### config.mk
export PLATFORM = sky130hd
export DESIGN_NAME = hdtm_monitor
export DESIGN_NICKNAME = d
export VERILOG_FILES = /design/src/design/hdtm_pkg.sv /design/src/design/hdtm_stall_watch.sv /design/src/design/hdtm_monitor.sv
export VERILOG_INCLUDE_DIRS = /design/src /design/src/design
export SDC_FILE = /design/constraint.sdc
export NUM_CORES = 1
export LEC_CHECK = 0
export BUFFER_PORTS_ARGS = -buffer_cell sky130_fd_sc_hd__buf_2
export CAP_MARGIN = 10
export CORE_ASPECT_RATIO = 1.2
export CORE_MARGIN = 2
export CORE_UTILIZATION = 44
export DETAILED_ROUTE_END_ITERATION = 10
export PLACE_DENSITY_LB_ADDON = 0.2
export SYNTH_ARGS = -nofsm -noshare
export SYNTH_HDL_FRONTEND = slang
export SYNTH_SLANG_ARGS = --single-unit
### constraint.sdc
create_clock -name clk_i -period 3.48 [get_ports clk_i]
set_input_delay 0.348 -clock clk_i [delete_from_list [all_inputs] [get_ports clk_i]]
set_output_delay 0.348 -clock clk_i [all_outputs]
set_load 0.01 [all_outputs]
### src/design/hdtm_params.svh
// Constants for the haptic drive tuning monitor
`ifndef HDTM_PARAMS_SVH
`define HDTM_PARAMS_SVH

// Undervoltage falling threshold code: 0=2.7 V, 1=2.8 V, 2=2.9 V, 3=3.0 V
`define HDTM_UV_STEP_MV 100
`define HDTM_UV_BASE_MV 2700
`define HDTM_UV_RESET 2'h1

// Slope trim code: slope = (code+1) * 25 mV/ns, reset at fastest
`define HDTM_SLOPE_STEP 25
`define HDTM_SLOPE_RESET 2'h3

// Filter trims and narrow bandwidth reset values
`define HDTM_CAP_TRIM_RESET 2'h0
`define HDTM_RES_TRIM_RESET 2'h0
`define HDTM_NARROW_BW_RESET 1'h0

// Nominal output current rating in mA
`define HDTM_NOMINAL_MA 250

// Current range and limit code reset values
`define HDTM_RANGE_RESET 1'h0
`define HDTM_MAX_DRIVE_CURRENT_RESET 5'h00
// Drive level after reset
`define HDTM_DRIVE_RESET 15'h0000

// Supply result split: high part weight 128, LSB 0.1831 mV
`define HDTM_VDD_LO_W 7
`define HDTM_VDD_HI_W 8
`define HDTM_VDD_RESET 15'h0000

// Margin step 187.5 mV expressed in supply result LSBs (187.5 / 0.1831)
`define HDTM_MARGIN_STEP_LSB 15'h0400

// Impedance: x1 LSB 0.0625 ohm, x2 LSB 0.03125 ohm; offset in 1/32 ohm
`define HDTM_IMP_OFFSET 12'h010
`define HDTM_IMP_RESET 10'h000

// Consecutive low back-EMF samples before a stall fault
`define HDTM_STALL_SAMPLES 8'h40

`endif

### src/design/hdtm_pkg.sv
// Types shared by the haptic drive tuning monitor files
`default_nettype none
package hdtm_pkg;
	// Playback phase seen by the drive clamp logic
	typedef enum logic [0:0] {
		HDTM_IDLE,
		HDTM_PLAY
	} hdtm_phase_t;
	typedef logic [14:0] hdtm_vdd_t; // Supply or drive level, 0.1831 mV LSB
	typedef logic [11:0] hdtm_imp_t; // Impedance in 1/32 ohm
endpackage
`default_nettype wire

### src/design/hdtm_stall_watch.sv
// Back-EMF stall watchdog counting consecutive low samples
`include "hdtm_params.svh"
`default_nettype none
module hdtm_stall_watch (
	input wire logic clk_i,
	input wire logic reset_n_i,
	input wire logic driving_i, // Drive active
	input wire logic sample_valid_i, // One back-EMF sample per half period
	input wire logic [7:0] back_emf_i, // Sensed back-EMF level
	input wire logic [7:0] threshold_i, // Zero disables checking
	input wire logic clear_i, // Software fault clear
	output logic fault_o // Sticky stall fault
);
	logic [7:0] low_count_reg; // Consecutive low samples
	logic [7:0] low_count_next;
	logic fault_reg;
	logic fault_next;
	wire check_on = (threshold_i != 8'h00) && driving_i; // Zero threshold switches check off
	wire low_hit = check_on && sample_valid_i && (back_emf_i < threshold_i);
	wire high_hit = !check_on || (sample_valid_i && (back_emf_i >= threshold_i));
	wire trip = low_hit && (low_count_reg == `HDTM_STALL_SAMPLES - 8'h01);

	// Count runs of low samples; any good sample or idle restarts the run
	assign low_count_next = high_hit ? 8'h00 : (low_hit && !trip) ? low_count_reg + 8'h01 : low_count_reg;
	// Set wins over clear so a trip in the clear cycle is kept
	assign fault_next = trip ? 1'b1 : (clear_i ? 1'b0 : fault_reg);

	// Counter and flag
	always_ff @(posedge clk_i or negedge reset_n_i) begin
		if (!reset_n_i) begin
			low_count_reg <= 8'h00;
			fault_reg <= 1'b0;
		end else begin
			low_count_reg <= low_count_next;
			fault_reg <= fault_next;
		end
	end
	assign fault_o = fault_reg;
endmodule
`default_nettype wire

### src/design/hdtm_monitor.sv
// Haptic drive tuning and supply monitor around the current-regulated output stage
// What this block does
// - Undervoltage threshold 2.7-3.0 V, default 2.8
// - Slope trims 25-100 mV/ns, default fastest
// - Double range doubles current limit code
// - Double range impedance LSB is 0.03125 ohm
// - Supply reported as high*128 plus low
// - Drive clamped below supply by margin steps
// - Low back-EMF for long raises stall fault
// - Offset enable cleared removes impedance offset
// - Hold tracking during braking when bit set
// - Coin ERM blocks acceleration and rapid stop
`include "hdtm_params.svh"
`default_nettype none
module hdtm_monitor (
	input wire logic clk_i,
	input wire logic reset_n_i,
	// Configuration inputs from the register space
	input wire logic cfg_write_i, // Load all trims below
	input wire logic [1:0] filter_capacitor_trim_i,
	input wire logic [1:0] filter_resistor_trim_i,
	input wire logic filter_narrow_bandwidth_i,
	input wire logic [1:0] undervoltage_threshold_i,
	input wire logic [1:0] low_side_slope_trim_i,
	input wire logic [1:0] high_side_slope_trim_i,
	input wire logic current_range_x2_i,
	input wire logic [4:0] max_drive_current_i,
	input wire logic [3:0] vdd_margin_i, // Margin in 187.5 mV steps
	input wire logic [7:0] stall_detect_threshold_i,
	input wire logic impedance_offset_enable_i,
	input wire logic tracking_hold_on_brake_i,
	input wire logic tracking_enable_i,
	input wire logic acceleration_enable_i,
	input wire logic rapid_stop_enable_i,
	input wire logic coin_erm_i, // Coin ERM actuator fitted
	input wire logic fault_clear_i,
	// Playback engine side
	input wire logic playing_i, // Playback in progress
	input wire logic rapid_stop_active_i, // Braking algorithm running
	input wire logic vdd_valid_i, // Supply conversion done
	input wire logic [14:0] vdd_sample_i, // Supply conversion, 0.1831 mV LSB
	input wire logic [14:0] drive_request_i, // Requested drive level, same LSB
	input wire logic imp_valid_i, // Impedance measurement done
	input wire logic [11:0] imp_measured_i, // Impedance in 1/32 ohm
	input wire logic back_emf_valid_i,
	input wire logic [7:0] back_emf_i,
	// Analog trim outputs
	output logic [1:0] filter_capacitor_trim_o,
	output logic [1:0] filter_resistor_trim_o,
	output logic filter_narrow_bandwidth_o,
	output logic [1:0] undervoltage_threshold_o,
	output logic [1:0] low_side_slope_trim_o,
	output logic [1:0] high_side_slope_trim_o,
	output logic current_range_x2_o,
	output logic [5:0] current_limit_code_o, // Limit in x1 current units
	// Results and controls
	output logic [7:0] vdd_result_hi_o,
	output logic [6:0] vdd_result_lo_o,
	output logic [14:0] drive_level_o, // Clamped drive level
	output logic drive_clamped_o, // Clamp active, level
	output logic [7:0] impedance_hi_o,
	output logic [1:0] impedance_lo_o,
	output logic stall_fault_o,
	output logic tracking_update_enable_o,
	output logic acceleration_allow_o,
	output logic rapid_stop_allow_o
);
	// Configuration registers
	logic [1:0] cap_trim_reg;
	logic [1:0] res_trim_reg;
	logic narrow_bw_reg;
	logic [1:0] uv_reg;
	logic [1:0] ls_slope_reg;
	logic [1:0] hs_slope_reg;
	logic range_x2_reg;
	logic [4:0] max_drive_current_reg;
	// Supply result and playback phase
	hdtm_pkg::hdtm_phase_t phase_reg;
	hdtm_pkg::hdtm_phase_t phase_next;
	hdtm_pkg::hdtm_vdd_t vdd_reg; // Both halves in one register for coherence
	hdtm_pkg::hdtm_vdd_t vdd_next;
	// Drive clamp and impedance
	hdtm_pkg::hdtm_vdd_t drive_reg;
	hdtm_pkg::hdtm_vdd_t drive_next;
	logic clamped_reg;
	logic [9:0] imp_reg;
	logic [9:0] imp_next;

	// Saturating subtraction reused for the clamp ceiling and impedance offset
	// Floors at zero so a large margin or offset cannot wrap around
	function automatic logic [15:0] sat_sub(input logic [15:0] a, input logic [15:0] b);
		sat_sub = (a > b) ? a - b : 16'h0000;
	endfunction

	// Config load: trims pass unchanged to the analog stage
	always_ff @(posedge clk_i or negedge reset_n_i) begin
		if (!reset_n_i) begin
			cap_trim_reg <= `HDTM_CAP_TRIM_RESET;
			res_trim_reg <= `HDTM_RES_TRIM_RESET;
			narrow_bw_reg <= `HDTM_NARROW_BW_RESET;
			uv_reg <= `HDTM_UV_RESET;
			ls_slope_reg <= `HDTM_SLOPE_RESET;
			hs_slope_reg <= `HDTM_SLOPE_RESET;
			range_x2_reg <= `HDTM_RANGE_RESET;
			max_drive_current_reg <= `HDTM_MAX_DRIVE_CURRENT_RESET;
		end else if (cfg_write_i) begin
			cap_trim_reg <= filter_capacitor_trim_i;
			res_trim_reg <= filter_resistor_trim_i;
			narrow_bw_reg <= filter_narrow_bandwidth_i;
			uv_reg <= undervoltage_threshold_i;
			ls_slope_reg <= low_side_slope_trim_i;
			hs_slope_reg <= high_side_slope_trim_i;
			range_x2_reg <= current_range_x2_i;
			max_drive_current_reg <= max_drive_current_i;
		end
	end

	// Trims drive the analog stage straight from their registers
	// Limitation: a load during playback retunes the loop at once, so load while idle
	assign filter_capacitor_trim_o = cap_trim_reg;
	assign filter_resistor_trim_o = res_trim_reg;
	assign filter_narrow_bandwidth_o = narrow_bw_reg;
	assign undervoltage_threshold_o = uv_reg;
	assign low_side_slope_trim_o = ls_slope_reg;
	assign high_side_slope_trim_o = hs_slope_reg;
	assign current_range_x2_o = range_x2_reg;
	// Double range: the same code stands for twice the current
	assign current_limit_code_o = range_x2_reg ? {max_drive_current_reg, 1'b0} : {1'b0, max_drive_current_reg};

	// Playback phase tracker
	// Phase lags playing_i by one cycle so the clamp sees a settled supply
	always_comb begin
		case (phase_reg)
			hdtm_pkg::HDTM_IDLE: phase_next = playing_i ? hdtm_pkg::HDTM_PLAY : hdtm_pkg::HDTM_IDLE;
			hdtm_pkg::HDTM_PLAY: phase_next = playing_i ? hdtm_pkg::HDTM_PLAY : hdtm_pkg::HDTM_IDLE;
			default: phase_next = hdtm_pkg::HDTM_IDLE;
		endcase
	end

	// Sample only during playback, else hold the last value
	wire vdd_take = vdd_valid_i && playing_i;
	assign vdd_next = vdd_take ? vdd_sample_i : vdd_reg;

	// Supply capture; one register so a read never mixes conversions
	always_ff @(posedge clk_i or negedge reset_n_i) begin
		if (!reset_n_i) begin
			phase_reg <= hdtm_pkg::HDTM_IDLE;
			vdd_reg <= `HDTM_VDD_RESET;
		end else begin
			phase_reg <= phase_next;
			vdd_reg <= vdd_next;
		end
	end
	// Voltage = (hi*128 + lo) * 0.1831 mV
	assign vdd_result_hi_o = vdd_reg[14:7];
	assign vdd_result_lo_o = vdd_reg[6:0];

	// Ceiling is supply minus margin; zero margin means the supply itself
	// One margin step is 1024 supply LSBs, a hair under 187.5 mV
	wire [15:0] margin_lsb = 16'(vdd_margin_i) * {1'b0, `HDTM_MARGIN_STEP_LSB};
	wire [15:0] ceiling = sat_sub({1'b0, vdd_reg}, margin_lsb);
	wire over = {1'b0, drive_request_i} > ceiling; // Request above the ceiling
	// Clamp only while playing so a stale idle supply cannot cut drive
	// Trade-off: the first playback cycle passes unclamped while the phase catches up
	wire clamp_on = over && (phase_reg == hdtm_pkg::HDTM_PLAY);
	assign drive_next = clamp_on ? ceiling[14:0] : drive_request_i;

	// Drive clamp register, data output from a flip-flop
	always_ff @(posedge clk_i or negedge reset_n_i) begin
		if (!reset_n_i) begin
			drive_reg <= `HDTM_DRIVE_RESET;
			clamped_reg <= 1'b0;
		end else begin
			drive_reg <= drive_next;
			clamped_reg <= clamp_on;
		end
	end
	assign drive_level_o = drive_reg;
	assign drive_clamped_o = clamped_reg;

	// Offset kept only when enabled; cleared gives the bare measurement
	wire [15:0] imp_off = impedance_offset_enable_i ? {4'h0, `HDTM_IMP_OFFSET} : 16'h0000;
	wire [15:0] imp_adj = sat_sub({4'h0, imp_measured_i}, imp_off);
	// x2: LSB 1/32 ohm, else 1/16 ohm; saturate to ten bits
	wire [15:0] imp_scaled = range_x2_reg ? imp_adj : {1'b0, imp_adj[15:1]};
	// Saturation keeps a huge reading from wrapping to a small impedance
	wire [9:0] imp_sat = (imp_scaled > 16'h03ff) ? 10'h3ff : imp_scaled[9:0]; // Ten-bit result
	assign imp_next = imp_valid_i ? imp_sat : imp_reg;

	// Impedance result register
	always_ff @(posedge clk_i or negedge reset_n_i) begin
		if (!reset_n_i) begin
			imp_reg <= `HDTM_IMP_RESET;
		end else begin
			imp_reg <= imp_next;
		end
	end
	// Result = hi*4 + lo
	assign impedance_hi_o = imp_reg[9:2];
	assign impedance_lo_o = imp_reg[1:0];

	// Stall watchdog works only while playing
	// The watchdog drops its run whenever playback stops
	hdtm_stall_watch u_stall (
		.clk_i(clk_i),
		.reset_n_i(reset_n_i),
		.driving_i(playing_i),
		.sample_valid_i(back_emf_valid_i),
		.back_emf_i(back_emf_i),
		.threshold_i(stall_detect_threshold_i),
		.clear_i(fault_clear_i),
		.fault_o(stall_fault_o)
	);

	// Tracking paused during braking when the hold bit is set
	assign tracking_update_enable_o = tracking_enable_i && !(tracking_hold_on_brake_i && rapid_stop_active_i);
	// Coin ERM gives no usable back-EMF, so motion features are withheld
	assign acceleration_allow_o = acceleration_enable_i && !coin_erm_i;
	assign rapid_stop_allow_o = rapid_stop_enable_i && !coin_erm_i;
endmodule
`default_nettype wire

==> out/metrics.csv <==
metric,value,unit
run_status,completed,
nFillCells,766,
finalInstanceArea,5220,um^2
firstDrtPassIters,4,
clk_pin_slew,70,ps
antenna_left,0,
dp.final_hpwl,7430,um
hold_violations,0,
crit_path_max_fanout,9,
yosysSeqAreaShare,0.432,
ir_drop,0.253,mV
timing.fmax,303,MHz
cts_buffer_depth,2,
start_util,0.457,
holdPathStages,1,
finalCriticalPeriod,3300,ps
diodes,0,
rsz0062_at_grt,true,
p_leak,2.61,nW
max-slew-margin-rel,0.459,
grt_max_degree,49,
multiInputGateArea,2120,um^2
ff2ff_setup_slack,180,ps
antenna_found_initial,0,
postLayoutCoreUtil,0.603,
finalNetCount,669,
drc,0,
ctsHtreeMaxLevel,3,
numCtsBuffers,9,
fin_hold_ws,157,ps
path_class,reg -> reg,
p_per_area,446,nW/um^2
drt-met1-wl,4040,um
clock_skew,7.83,ps
wl,9350,um
io_pins,157,
synth-warning-count,0,
post-route-period-util,0.947,
cts_root_buffer,clkbuf_8,
crit_path_start_kind,register,
synth_nets,499,
syn_area,3960,um^2
seqCellArea,1710,um^2
min_path_type,in -> reg,
fp.dieH,108,um
wl_met3,675,um
hp-start,playing_i,
track_usage,0.194,
overflow,0,
grt_pass1_vias,3353,
ys_types,48,
die_w,90.6,um
avgSynthCellArea,10.6,um^2
startpoint,vdd_reg[10],
maxCapViolations,0,
fin_cells,666,
place_inst,646,
slew_viol_final,0,
routedWlPerCell,14.0,um
routed-wl-met2,4470,um
drt_iter0_drc,97,
place_area,4940,um^2
hold_end,phase_reg,
worst_slack,183,ps
gp_congestion,0.881,
numClockSinks,68,
critPathArrivalTime,3520,ps
syn_inst,374,
num_rows,37,
worstMarginPinSlew,811,ps
r2r-start,vdd_reg[10],
r2r_cells,17,
tritoncts,built,
worstSkewPairLatency,340,ps
grt_first_pass_wirelength,15200,um
synth_edf_count,0,
setup_viol,0,
top_layer,met4,
num_vias,3374,
area_delta_synth_final,31.8,%
post-place-ws,-138,ps
viasPerCell,5.07,
core_area,8660,um^2
synth_flop_cell,dfrtp_1,
required,3700,ps
drive_gt1_frac,0.444,
r2r_end,drive_level_o[0],
ys_seq_elements,68,
endpoint_kind,register,
port_buffers,156,
die_area,9770,um^2
async_flop_share,1.00,
timing repair:
item                                    CTS  global route
endpoints found under the setup margin   10            16
resized for setup                         1             7
hold buffers                              1             0
pin swaps                                 0             4
hold endpoints to repair                 20             0
cloned                                    0             1
setup buffers                             0             2
where the power goes:
part / total [mW] / switching, mW / leakage [nW] / internal (mW)
combinational: 0.722 / 0.368 / 1.70 / 0.353
sequential: 0.958 / 0.0656 / 0.806 / 0.893
clock: 0.647 / 0.298 / 0.0983 / 0.349
total: 2.33 / 0.732 / 2.61 / 1.60
stage by stage:
stage	total power, mW	setup TNS [ps]
after floorplan	1.39	-52.0
after global placement	1.65	-34.3
after detailed placement	1.67	-1200
after CTS	2.32	0
after global routing	2.47	-298
final	2.33	0
final cells by class:
| class | count | area share |
|---|---|---|
| inverter | 42 | 0.0302 |
| clock buffer | 10 | 0.0264 |
| tap | 117 | 0.0281 |
| sequential | 68 | 0.327 |
| clock inverter | 6 | 0.0122 |
| multi-input combinational | 254 | 0.406 |
| timing repair buffer | 169 | 0.170 |
cells in the mapped netlist, types with 2 or more instances:
library cell | instances | area (um^2)
a2111oi_2 | 2 | 30.0
a211oi_1 | 2 | 15.0
a21boi_0 | 2 | 15.0
a21o_1 | 3 | 22.5
a21oi_1 | 13 | 65.1
and2_1 | 4 | 25.0
and3_1 | 4 | 25.0
buf_1 | 2 | 7.51
clkbuf_1 | 6 | 22.5
dfrtp_1 | 63 | 1580
dfstp_2 | 5 | 131
ha_1 | 30 | 375
inv_1 | 42 | 158
mux2_2 | 39 | 439
mux2i_1 | 18 | 180
nand2_1 | 24 | 90.1
nand2b_1 | 5 | 31.3
nand3_1 | 8 | 40.0
nand4_1 | 7 | 43.8
nor2_1 | 21 | 78.8
nor2b_1 | 7 | 43.8
nor3_1 | 7 | 35.0
nor3b_1 | 2 | 15.0
nor4_1 | 5 | 31.3
nor4b_2 | 2 | 30.0
o211ai_1 | 2 | 15.0
o21a_1 | 3 | 22.5
o21ai_0 | 8 | 40.0
o221ai_1 | 9 | 78.8
xnor2_1 | 3 | 26.3
xor2_1 | 9 | 78.8
metal layers:
| metal | global-route usage | vias to the layer above |
|---|---|---|
| met1 | 0.245 | 1572 |
| li1 | - | 1666 |
| met3 | 0.0560 | 16 |
| met2 | 0.319 | 120 |
| met5 | 0 | - |
| met4 | 0.0670 | 0 |
worst max-delay path by stage:
stage,end,cells after the start
floorplan,drive_level_o[0],17
global placement,drive_level_o[6],17
detailed placement,drive_level_o[7],17
CTS,drive_level_o[7],17
global route,drive_level_o[7],18
finish,drive_level_o[0],17
logic make-up (layout without fill, tap and decap cells):
family,count (synthesis),count (layout),share of synthesized area
flops,68,68,0.432
fa+ha+maj,31,31,0.0999
xor+xnor,12,12,0.0266
simple gates,102,102,0.140
buf+inv,52,227,0.0515
mux,58,58,0.159
compound gates,51,51,0.0911
worst max-delay path, stage by stage (launching register included):
cell and delay (ps):
dfrtp_1 380, inv_1 60, ha_2 170, inv_2 40, fa_2 340, a21oi_2 140
nor2b_2 60, nand2b_4 140, o21a_4 150, and2_4 180, ha_4 140, nor2b_1 90
o211ai_1 150, a2111oi_4 390, a2111oi_4 80, nor4_4 170, buf_4 170, mux2_1 320
layout by cell type (no fill, tap or decap), types with 6 or more instances in the layout:
cell	synthesis	layout
buf_2	1	156
ha_1	30	28
nand2_1	24	24
mux2i_1	18	18
xor2_1	9	9
dfrtp_1	63	63
inv_1	42	41
clkbuf_8	0	10
nor2b_1	7	6
nand3_1	8	8
mux2_2	39	39
nor3_1	7	7
o21ai_0	8	8
o221ai_1	9	9
nand4_1	7	7
a21oi_1	13	12
buf_4	0	10
nor2_1	21	21
No activity file was read; power rests on OpenSTA's default activity.
